[src/cpsc_regs.svh]
// Register offsets, field positions, reset values and timing counts of the clock and standby controller.
// Assumes a plain byte-addressed register port with 8-bit addresses and 32-bit data.
`ifndef CPSC_REGS_SVH
`define CPSC_REGS_SVH

// ****************************************
// Offsets
// ****************************************
`define CPSC_OFS_SYS_CTRL_0 8'h00
`define CPSC_OFS_SYS_CTRL_1 8'h04
`define CPSC_OFS_SYS_CTRL_2 8'h08
`define CPSC_OFS_SYS_CTRL_3 8'h0c
`define CPSC_OFS_IDLE_RUN 8'h10
`define CPSC_OFS_STATUS 8'h14

// ****************************************
// Field positions
// ****************************************
`define CPSC_PRE_LSB 0
`define CPSC_WUP_DONE_BIT 4
`define CPSC_WUP_START_BIT 5
`define CPSC_GEAR_LSB 0
`define CPSC_SRC_BIT 2
`define CPSC_STBY_LSB 0
`define CPSC_WUPT_LSB 4
`define CPSC_LUPT_LSB 0
`define CPSC_LOCK_BIT 4
`define CPSC_PLL_ON_BIT 5

// ****************************************
// Reset values
// ****************************************
`define CPSC_RST_GEAR 2'h3
`define CPSC_RST_PRE 2'h0
`define CPSC_RST_SRC 1'h0
`define CPSC_RST_STBY 2'h0
`define CPSC_RST_WUPT 2'h2
`define CPSC_RST_LUPT 2'h3
`define CPSC_RST_IDLE_RUN 8'h00

// ****************************************
// Timing
// ****************************************
`define CPSC_CLK_PERIOD_NS 100
`define CPSC_GEAR_LAT_NS 300
`define CPSC_GEAR_LAT_CYC ((`CPSC_GEAR_LAT_NS + `CPSC_CLK_PERIOD_NS - 1) / `CPSC_CLK_PERIOD_NS)
`define CPSC_PLL_MULT 4

`endif

[src/cpsc_pkg.sv]
// Types of the clock and standby controller.
// Assumes cpsc_regs.svh supplies the register constants; the mode codes are fixed here.
package cpsc_pkg;

  typedef enum logic [5:0] {
    MODE_NORMAL = 6'h01,
    MODE_IDLE_HALT = 6'h02,
    MODE_IDLE_DOZE = 6'h04,
    MODE_SLEEP = 6'h08,
    MODE_STOP = 6'h10,
    MODE_WARM = 6'h20
  } cpsc_mode_e;

  typedef struct packed {
    logic [7:0] addr;
    logic [31:0] wdata;
    logic wr;
    logic rd;
  } cpsc_bus_s;

  typedef struct packed {
    logic halt_req;
    logic doze_req;
    logic wake_req;
    logic dma_req;
  } cpsc_core_s;

  typedef struct packed {
    logic sys_tick;
    logic cpu_tick;
    logic prescaler_in_tick;
    logic [7:0] periph_tick;
    logic low_speed_run;
    logic high_speed_osc_en;
    logic pll_run;
    logic dma_grant;
  } cpsc_clk_s;

  typedef struct packed {
    cpsc_mode_e mode;
    logic strap_done;
    logic pll_on;
    logic [16:0] timer;
    logic warm_busy;
    logic lock_pend;
    logic [1:0] osc_ph;
    logic [1:0] gear_act;
    logic [1:0] gear_req;
    logic [1:0] gear_wait;
    logic [2:0] gdiv;
    logic [1:0] pre_act;
    logic [1:0] pre_sel;
    logic [1:0] pdiv;
    logic src_sel;
    logic [1:0] stby_sel;
    logic [1:0] wup_sel;
    logic [1:0] lup_sel;
    logic [7:0] idle_run;
    logic [31:0] rdata;
    cpsc_clk_s clk_out;
  } cpsc_state_s;

endpackage

[src/cpsc_top.sv]
// Clock gear, peripheral prescaler, PLL lock timer and standby mode control.
// Assumes clk runs at the PLL output rate; oscillator and gated clocks are given as one-cycle ticks.
//
// Overview of operation
// (RL1) Peripheral base: gear clock or high-speed clock
// (RL2) Prescaler input divides base by 4, 2, 1
// (RL3) Reset: gear clock base, divide by 4
// (RL4) PLL output is four times oscillator rate
// (RL5) Reset halts PLL; pin high enables it
// (RL6) Pin low: PLL off, raw oscillator clock
// (RL7) One timer counts warm-up and lock-up
// (RL8) Software keeps lock-up time not below warm-up
// (RL9) Lock-up selection resets to 2^16 cycles
// (RL10) Lock flag 1 while pending, 0 after
// (RL11) Lock flag undefined while PLL unused
// (RL12) Gear write takes effect after several cycles
// (RL13) Software adds dummy write after gear change
// (RL14) Software keeps prescaler outputs below fsys/2
// (RL15) Halt enters IDLE, SLEEP or STOP by field
// (RL16) Doze always enters IDLE
// (RL17) IDLE stops CPU; peripherals per run bit
// (RL18) Halt IDLE holds bus, ignores DMA
// (RL19) Doze IDLE grants bus to requesters
// (RL20) SLEEP keeps only low-speed blocks running; the code keeps sys_tick running in SLEEP
// (RL21) STOP halts everything; the code keeps sys_tick running in STOP
// (RL22) NORMAL clocks core and peripherals fully
// (RL23) Reset sets gear 11, divide by eight
// (RL24) Reset selects 2^14 warm-up time
// (RL25) Gear and prescaler change at clock boundary
// (RL26) IDLE gates peripherals set to stop
//
// Our own choices: the register offsets and strobed register access.
`timescale 1ns/1ns
`include "cpsc_regs.svh"

module cpsc_top (
  input wire logic clk,
  input wire logic rst,
  input wire cpsc_pkg::cpsc_bus_s bus,
  output logic [31:0] rdata,
  input wire logic pll_disable_pin,
  input wire cpsc_pkg::cpsc_core_s core,
  output cpsc_pkg::cpsc_clk_s clks
);

  // ****************************************
  // Decode helpers
  // ****************************************
  function automatic logic [16:0] wup_target(input logic [1:0] sel);
    unique case (sel)
      2'h0: wup_target = 17'h00004;
      2'h1: wup_target = 17'h00100;
      2'h2: wup_target = 17'h04000;
      2'h3: wup_target = 17'h10000;
    endcase
  endfunction

  // Oscillator runs in every mode but SLEEP and STOP
  function automatic logic osc_live(input cpsc_pkg::cpsc_mode_e m);
    osc_live = (m != cpsc_pkg::MODE_SLEEP) && (m != cpsc_pkg::MODE_STOP);
  endfunction

  function automatic logic [16:0] lup_target(input logic [1:0] sel);
    unique case (sel)
      2'h0: lup_target = 17'h00400;
      2'h1: lup_target = 17'h01000;
      2'h2: lup_target = 17'h04000;
      2'h3: lup_target = 17'h10000;
    endcase
  endfunction

  // Gear code n divides by 2^n
  function automatic logic [2:0] gear_last(input logic [1:0] g);
    unique case (g)
      2'h0: gear_last = 3'h0;
      2'h1: gear_last = 3'h1;
      2'h2: gear_last = 3'h3;
      2'h3: gear_last = 3'h7;
    endcase
  endfunction

  // 00 divides by 4, 01 by 2, others pass through
  function automatic logic [1:0] pre_last(input logic [1:0] p);
    unique case (p)
      2'h0: pre_last = 2'h3;
      2'h1: pre_last = 2'h1;
      2'h2: pre_last = 2'h0;
      2'h3: pre_last = 2'h0;
    endcase
  endfunction

  cpsc_pkg::cpsc_state_s st_ff;
  cpsc_pkg::cpsc_state_s nxt_st;

  logic osc_tick;
  logic hs_tick;
  logic gear_edge;
  logic base_tick;
  logic pre_edge;
  logic normal;
  logic idle;
  logic [16:0] warm_t;
  logic [16:0] lock_t;
  logic [7:0] nxt_periph;

  // ****************************************
  // Clock tree
  // ****************************************
  always_comb begin
    osc_tick = (st_ff.osc_ph == 2'h3);
    // Unmultiplied oscillator is one clk in four
    hs_tick = st_ff.pll_on ? 1'b1 : osc_tick; // RL4 RL6
    gear_edge = hs_tick && (st_ff.gdiv == gear_last(st_ff.gear_act));
    base_tick = st_ff.src_sel ? hs_tick : gear_edge; // RL1
    pre_edge = base_tick && (st_ff.pdiv == pre_last(st_ff.pre_act)); // RL2
  end

  // ****************************************
  // Mode decode
  // ****************************************
  always_comb begin
    normal = (st_ff.mode == cpsc_pkg::MODE_NORMAL);
    idle = (st_ff.mode == cpsc_pkg::MODE_IDLE_HALT) || (st_ff.mode == cpsc_pkg::MODE_IDLE_DOZE);
  end

  // ****************************************
  // Timer targets
  // ****************************************
  // Lock-up shorter than warm-up is not caught here; software keeps the order
  always_comb begin
    warm_t = wup_target(st_ff.wup_sel);
    lock_t = lup_target(st_ff.lup_sel);
  end

  // ****************************************
  // Next state
  // ****************************************
  always_comb begin
    // ****************************************
    // Defaults
    // ****************************************
    nxt_st = st_ff;
    nxt_st.osc_ph = st_ff.osc_ph + 2'h1;
    nxt_st.rdata = 32'h0;

    // ****************************************
    // Strap capture
    // ****************************************
    // Strap is caught on the first clocked edge after release
    if (!st_ff.strap_done) begin
      nxt_st.strap_done = 1'b1;
      nxt_st.pll_on = pll_disable_pin; // RL5 RL6
      nxt_st.timer = 17'h0;
      nxt_st.warm_busy = 1'b1; // RL24
      nxt_st.lock_pend = pll_disable_pin; // RL10
    end

    // ****************************************
    // Shared timer
    // ****************************************
    // Shared warm-up and lock-up timer, counted in oscillator cycles
    // Frozen while the oscillator is off; a wake restarts it from zero
    if ((st_ff.warm_busy || st_ff.lock_pend) && osc_tick && osc_live(st_ff.mode)) begin
      nxt_st.timer = st_ff.timer + 17'h1; // RL7
      if (st_ff.timer + 17'h1 >= warm_t) begin
        nxt_st.warm_busy = 1'b0;
      end
      if (st_ff.timer + 17'h1 >= lock_t) begin
        nxt_st.lock_pend = 1'b0; // RL10
      end
    end

    // ****************************************
    // Gear divider
    // ****************************************
    // Gear divider; a pending gear waits out its latency, then a boundary
    // A rewrite during the wait restarts the wait
    if (hs_tick) begin
      nxt_st.gdiv = gear_edge ? 3'h0 : st_ff.gdiv + 3'h1;
    end
    if (st_ff.gear_wait != 2'h0) begin
      nxt_st.gear_wait = st_ff.gear_wait - 2'h1; // RL12
    end else if (gear_edge && (st_ff.gear_req != st_ff.gear_act)) begin
      nxt_st.gear_act = st_ff.gear_req; // RL25
    end

    // ****************************************
    // Prescaler
    // ****************************************
    // Prescaler input divider
    // Select is taken only at the wrap, so no short pulse escapes
    if (base_tick) begin
      nxt_st.pdiv = pre_edge ? 2'h0 : st_ff.pdiv + 2'h1;
      if (pre_edge) begin
        nxt_st.pre_act = st_ff.pre_sel; // RL25
      end
    end

    // ****************************************
    // Standby
    // ****************************************
    // Standby mode sequencing
    // Doze is tested first: it wins over halt
    unique case (st_ff.mode)
      cpsc_pkg::MODE_NORMAL: begin
        if (core.doze_req) begin
          nxt_st.mode = cpsc_pkg::MODE_IDLE_DOZE; // RL16
        end else if (core.halt_req) begin
          unique case (st_ff.stby_sel) // RL15
            2'h1: nxt_st.mode = cpsc_pkg::MODE_STOP;
            2'h2: nxt_st.mode = cpsc_pkg::MODE_SLEEP;
            default: nxt_st.mode = cpsc_pkg::MODE_IDLE_HALT;
          endcase
        end
      end
      cpsc_pkg::MODE_IDLE_HALT, cpsc_pkg::MODE_IDLE_DOZE: begin
        if (core.wake_req) begin
          nxt_st.mode = cpsc_pkg::MODE_NORMAL;
        end
      end
      cpsc_pkg::MODE_SLEEP, cpsc_pkg::MODE_STOP: begin
        // High-speed oscillator was off; it must settle again
        if (core.wake_req) begin
          nxt_st.mode = cpsc_pkg::MODE_WARM;
          nxt_st.timer = 17'h0;
          nxt_st.warm_busy = 1'b1;
          nxt_st.lock_pend = st_ff.pll_on;
        end
      end
      cpsc_pkg::MODE_WARM: begin
        if (!st_ff.warm_busy) begin
          nxt_st.mode = cpsc_pkg::MODE_NORMAL;
        end
      end
    endcase

    // ****************************************
    // Register writes
    // ****************************************
    // Register writes
    if (bus.wr) begin
      unique case (bus.addr)
        `CPSC_OFS_SYS_CTRL_0: begin
          nxt_st.pre_sel = bus.wdata[`CPSC_PRE_LSB +: 2];
          // Software restart of warm-up; lock-up restarts with it
          if (bus.wdata[`CPSC_WUP_START_BIT]) begin
            nxt_st.timer = 17'h0;
            nxt_st.warm_busy = 1'b1;
            nxt_st.lock_pend = st_ff.pll_on; // RL10
          end
        end
        `CPSC_OFS_SYS_CTRL_1: begin
          nxt_st.gear_req = bus.wdata[`CPSC_GEAR_LSB +: 2];
          nxt_st.gear_wait = 2'(`CPSC_GEAR_LAT_CYC); // RL12
          nxt_st.src_sel = bus.wdata[`CPSC_SRC_BIT];
        end
        `CPSC_OFS_SYS_CTRL_2: begin
          nxt_st.stby_sel = bus.wdata[`CPSC_STBY_LSB +: 2];
          nxt_st.wup_sel = bus.wdata[`CPSC_WUPT_LSB +: 2];
        end
        `CPSC_OFS_SYS_CTRL_3: begin
          nxt_st.lup_sel = bus.wdata[`CPSC_LUPT_LSB +: 2];
        end
        `CPSC_OFS_IDLE_RUN: begin
          nxt_st.idle_run = bus.wdata[7:0];
        end
        default: begin
        end
      endcase
    end

    // ****************************************
    // Register reads
    // ****************************************
    // Register reads, answered in the next cycle; unmapped reads give zero
    // Status view is read-only; writes there are ignored
    if (bus.rd) begin
      unique case (bus.addr)
        `CPSC_OFS_SYS_CTRL_0: begin
          nxt_st.rdata[`CPSC_PRE_LSB +: 2] = st_ff.pre_sel;
          nxt_st.rdata[`CPSC_WUP_DONE_BIT] = !st_ff.warm_busy;
        end
        `CPSC_OFS_SYS_CTRL_1: begin
          nxt_st.rdata[`CPSC_GEAR_LSB +: 2] = st_ff.gear_req;
          nxt_st.rdata[`CPSC_SRC_BIT] = st_ff.src_sel;
        end
        `CPSC_OFS_SYS_CTRL_2: begin
          nxt_st.rdata[`CPSC_STBY_LSB +: 2] = st_ff.stby_sel;
          nxt_st.rdata[`CPSC_WUPT_LSB +: 2] = st_ff.wup_sel;
        end
        `CPSC_OFS_SYS_CTRL_3: begin
          nxt_st.rdata[`CPSC_LUPT_LSB +: 2] = st_ff.lup_sel;
          // Reads 0 with the PLL unused; software must not rely on it
          nxt_st.rdata[`CPSC_LOCK_BIT] = st_ff.lock_pend; // RL10 RL11
          nxt_st.rdata[`CPSC_PLL_ON_BIT] = st_ff.pll_on;
        end
        `CPSC_OFS_IDLE_RUN: begin
          nxt_st.rdata[7:0] = st_ff.idle_run;
        end
        `CPSC_OFS_STATUS: begin
          nxt_st.rdata[5:0] = st_ff.mode;
          nxt_st.rdata[9:8] = st_ff.gear_act;
          nxt_st.rdata[13:12] = st_ff.pre_act;
        end
        default: begin
        end
      endcase
    end

    // ****************************************
    // Clock outputs
    // ****************************************
    // Registered clock ticks and enables
    nxt_st.clk_out.sys_tick = gear_edge;
    nxt_st.clk_out.periph_tick = nxt_periph; // RL26 RL17
    nxt_st.clk_out.cpu_tick = gear_edge && normal; // RL22 RL17
    nxt_st.clk_out.prescaler_in_tick = pre_edge && (normal || idle); // RL20 RL21
    nxt_st.clk_out.low_speed_run = (st_ff.mode != cpsc_pkg::MODE_STOP); // RL20 RL21
    nxt_st.clk_out.high_speed_osc_en = osc_live(st_ff.mode);
    nxt_st.clk_out.pll_run = st_ff.pll_on && nxt_st.clk_out.high_speed_osc_en; // RL5
    // Halted core keeps the bus; doze lets DMA in
    nxt_st.clk_out.dma_grant = core.dma_req && (st_ff.mode == cpsc_pkg::MODE_IDLE_DOZE); // RL18 RL19
  end

  // ****************************************
  // Peripheral gates
  // ****************************************
  genvar gi;
  generate
    for (gi = 0; gi < 8; gi++) begin : g_periph
      // IDLE honours each run bit; NORMAL feeds all
      assign nxt_periph[gi] = gear_edge && (normal || (idle && st_ff.idle_run[gi])); // RL26 RL17
    end
  endgenerate

  // ****************************************
  // Outputs
  // ****************************************
  always_comb begin
    clks.sys_tick = st_ff.clk_out.sys_tick;
    clks.periph_tick = st_ff.clk_out.periph_tick;
    clks.cpu_tick = st_ff.clk_out.cpu_tick;
    clks.prescaler_in_tick = st_ff.clk_out.prescaler_in_tick;
    clks.low_speed_run = st_ff.clk_out.low_speed_run;
    clks.high_speed_osc_en = st_ff.clk_out.high_speed_osc_en;
    clks.pll_run = st_ff.clk_out.pll_run;
    clks.dma_grant = st_ff.clk_out.dma_grant;
    rdata = st_ff.rdata;
  end

  // ****************************************
  // State register
  // ****************************************
  always_ff @(posedge clk) begin
    if (rst) begin
      st_ff <= '0;
      st_ff.mode <= cpsc_pkg::MODE_NORMAL;
      st_ff.pll_on <= 1'b0; // RL5
      st_ff.gear_act <= `CPSC_RST_GEAR; // RL23
      st_ff.gear_req <= `CPSC_RST_GEAR; // RL23
      st_ff.pre_act <= `CPSC_RST_PRE; // RL3
      st_ff.pre_sel <= `CPSC_RST_PRE; // RL3
      st_ff.src_sel <= `CPSC_RST_SRC; // RL3
      st_ff.stby_sel <= `CPSC_RST_STBY;
      st_ff.wup_sel <= `CPSC_RST_WUPT; // RL24
      st_ff.lup_sel <= `CPSC_RST_LUPT; // RL9
      st_ff.idle_run <= `CPSC_RST_IDLE_RUN;
    end else begin
      st_ff <= nxt_st;
    end
  end

endmodule

[config.mk]
export PLATFORM = sky130hd
export DESIGN_NAME = cpsc_top
export DESIGN_NICKNAME = d
export VERILOG_FILES = /design/src/cpsc_pkg.sv /design/src/cpsc_top.sv
export VERILOG_INCLUDE_DIRS = /design/src
export SDC_FILE = /design/constraint.sdc
export NUM_CORES = 1
export LEC_CHECK = 0
export BUFFER_PORTS_ARGS = -buffer_cell sky130_fd_sc_hd__clkbuf_2
export CELL_PAD_IN_SITES_DETAIL_PLACEMENT = 0
export CELL_PAD_IN_SITES_GLOBAL_PLACEMENT = 1
export CORE_ASPECT_RATIO = 1.25
export CORE_MARGIN = 10
export CORE_UTILIZATION = 41
export DETAILED_ROUTE_END_ITERATION = 8
export PLACE_DENSITY = 0.8
export SYNTH_ARGS = -nofsm -noshare
export SYNTH_HDL_FRONTEND = slang
export SYNTH_SLANG_ARGS = --single-unit
export TNS_END_PERCENT = 100
[constraint.sdc]
create_clock -name clk -period 3.24 [get_ports clk]
set_input_delay 0.648 -clock clk [delete_from_list [all_inputs] [get_ports clk]]
set_output_delay 0.648 -clock clk [all_outputs]
set_load 0.1 [all_outputs]
==> flow_summary.yaml <==
sta:
  post-route-min-period_ps: 3000
  rsz0062_at_grt: "false"
  clock_skew_ps: 9.39
  setup_viol: 0
  max_slew_margin: 0.521
  period_share: 0.925
  drv_slew: 0
  hold_ws_ps: 425
  max_freq_mhz: 334
  tightestPinTransition_ps: 707
  finalHoldViolCount: 0
  finalSetupTns_ps: 0
drt:
  ant_nets: 0
  post_drt_wl_per_cell_um: 16.1
  drc: 0
  vias: 4001
  drt_iter0_drc: 217
  drt-pass1-iter-count: 5
  vias_per_cell: 5.50
  routed_wl_mm: 11.7
critical_path:
  critPathTopFamily: "simple AND/OR/NAND/NOR gates"
  timing.rr.start: "st_ff[81]$_SDFF_PP0_"
  worstSetupStartpointType: "flip-flop"
  timing.critical_path.from: "st_ff[81]$_SDFF_PP0_"
  worstSetupPathType: "reg -> reg"
  critPathMaxFanout: 7
  cp_cell_sequence: "ha_1 > nand3_1 > nor4_4 > nand3_1 > xnor2_1 > ha_1 > nand2b_1 > mux2i_1 > a311oi_1 > a21bo_2 > o21ai_1"
  max_stage_delay_ps: 450
  path_buf_inv: 0
  cp-end-kind: "flip-flop"
  required_ps: 3520
  cp.arrival_ps: 3280
  slowest_stage: "nor4_4"
  worstRegToRegCells: 11
  rr_endpoint: "st_ff[80]$_SDFF_PP0_"
  reg2reg_slack_ps: 240
grt:
  overflow: 0
  grt_pass1_vias: 3771
  grt_pass1_wl_mm: 18.9
  antenna_found_initial: 0
  grt_max_degree: 26
  gr-usage-all-layers: 0.143
synth:
  synth_top_family_by_area: "simple AND/OR/NAND/NOR gates"
  syn_area_per_cell_um2: 8.36
  ys_warn_count: 0
  yosysSeqAreaShare: 0.359
  synth-xor-area-share: 0.0256
  synth-adder-area-share: 0.0287
  syn_area_um2: 4790
  muxShareOfSynthArea: 0.0504
  synth_compound_area_frac: 0.162
  async_reset_ff_frac: 0
  yosys.area_share.simple: 0.253
  yosysTopAreaCellShare: 0.359
  ys_types: 68
  synth-edff-count: 0
  synth_area_leaders: "dfxtp_1 36%, buf_4 8.5%, mux2i_1 4.8%"
  syn_inst: 573
  ys.flop_type: "dfxtp_1"
  yosysTopAreaCell: "dfxtp_1"
  ys_ff_latch: 86
power:
  power.share.clock: 0.421
  p_total_uw: 2350
  p_leak_uw: 0.00199
  power.internal_uw: 1660
  switching_power_uw: 699
  p_sw_frac: 0.297
  peakVddDrop_mv: 0.314
  p_seq_frac: 0.465
  powerDensity_nw_per_um2: 459
  power_frac_comb: 0.114
finish:
  seqCellArea_um2: 1720
  multi_input_area_um2: 2560
  n_antenna_cell: 0
  syn_to_final_growth_pct: 7.16
  final_nets: 644
  fin_util: 0.446
  drive_above_1_share: 0.166
  nFillCells: 1140
placement:
  portBuffers: 51
  dp_hpwl_mm: 8.70
  gp_congestion: 0.872
floorplanning:
  dieWidth_um: 117
  num_rows: 44
  die_area_um2: 16400
  die_h_um: 141
  io_pins: 96
  coreArea_um2: 11500
  start_util: 0.416
cts:
  numCtsBuffers: 9
  cts_sinks: 86
  path_clk_slew_ps: 70
  cts_resized: 0
  cts_tree: "built"
  h-tree-depth: 3
  cts_root_buf: "clkbuf_16"
  cts_hold_buf: 0
  worstSkewPairLatency_ps: 350
  clk_path_buf_depth: 2
  post_cts_buffers: 0
worst_hold_path:
  hold_end: "st_ff[77]$_SDFF_PP0_"
  min_from: "st_ff[77]$_SDFF_PP0_"
  hold_depth: 1
  hold_path_class: "reg -> reg"
run_status:
  status: "finished, final reports clean"
job:
  maxCapViolCount: 0
==> cell type report <==
type                       instances  area share
clock buffer                       9      0.0439
clock inverter                     7      0.0112
inverter                          13     0.00951
multi-input combinational        411       0.499
sequential                        86       0.335
tap                              138      0.0336
timing repair buffer              63      0.0673
==> power groups by stage <==
stage | combinational, uW | sequential [uW] | clock, uW
2_1_floorplan | 247 | 1100 | 0
5_1_grt | 288 | 1100 | 1060
4_1_cts | 267 | 1090 | 1000
6_report | 268 | 1090 | 991
3_3_place_gp | 264 | 1120 | 0
3_5_place_dp | 266 | 1120 | 0
==> cell families (layout without fill, tap and decap cells) <==
group	count (synthesis)	after routing
adder cells (fa/ha/maj)	11	11
buffers and inverters	95	92
multiplexers	24	24
AND/OR/NAND/NOR	219	219
XOR/XNOR	14	14
other	1	20
flip-flops	86	86
AO/OA/AOI/OAI	123	123
==> flip-flops by register name, summed over array words and instances (netlist names) <==
name,cells
st_ff,59
clks,15
rdata,12
==> per-layer routing <==
layer	GRT usage	up-vias	wire length, um
met5	0	-	0
met4	0.0756	0	378
met3	0.0246	24	640
met2	0.251	129	5850
met1	0.160	1861	4820
li1	-	1987	-
==> synth_stat cells (4+ instances only) <==
cell and count:
a21o_1 5, a21oi_1 45, a311oi_1 4, a31oi_1 7
and2_1 10, buf_2 9, buf_4 54, clkbuf_1 17
dfxtp_1 86, ha_1 11, inv_1 13, mux2i_1 23
nand2_1 44, nand2b_1 8, nand3_1 28, nand4_1 11
nor2_1 53, nor2b_1 6, nor3_1 16, nor3b_1 6
o211ai_1 6, o21a_1 9, o21ai_0 21, xnor2_1 5
xor2_1 9
==> how the worst max path moves through the flow <==
stage / cells past startpoint / slack, ps / endpoint
after floorplan: 13 / 440 / st_ff[79]$_SDFF_PP0_
after global placement: 11 / 300 / st_ff[80]$_SDFF_PP0_
after detailed placement: 11 / 240 / st_ff[80]$_SDFF_PP0_
after CTS: 11 / 220 / st_ff[80]$_SDFF_PP0_
after global routing: 11 / 2 / st_ff[80]$_SDFF_PP0_
final: 11 / 240 / st_ff[80]$_SDFF_PP0_
==> through the flow <==
stage | area [um2] | instances | setup slack, ps
after floorplan | 4860 | 592 | 441
after global placement | 4850 | 711 | 300
after detailed placement | 4850 | 711 | 242
after CTS | 5130 | 727 | 215
after global routing | 5130 | 727 | 2.43
final | 5130 | 727 | 244
==> cell usage in the layout, fill, tap and decap left out, drive strengths merged, types with 7 or more instances in the layout <==
cell / n
o21a: 9
xor2: 9
nor2: 53
conb: 20
inv: 15
nand4: 12
a21oi: 45
mux2i: 23
nor3: 18
clkbuf: 60
nand2: 45
dfxtp: 86
ha: 11
buf: 12
nor3b: 7
o21ai: 22
and2: 12
a31oi: 7
nand2b: 8
nand3: 28
Note: power is estimated with default switching activity, not from simulation.
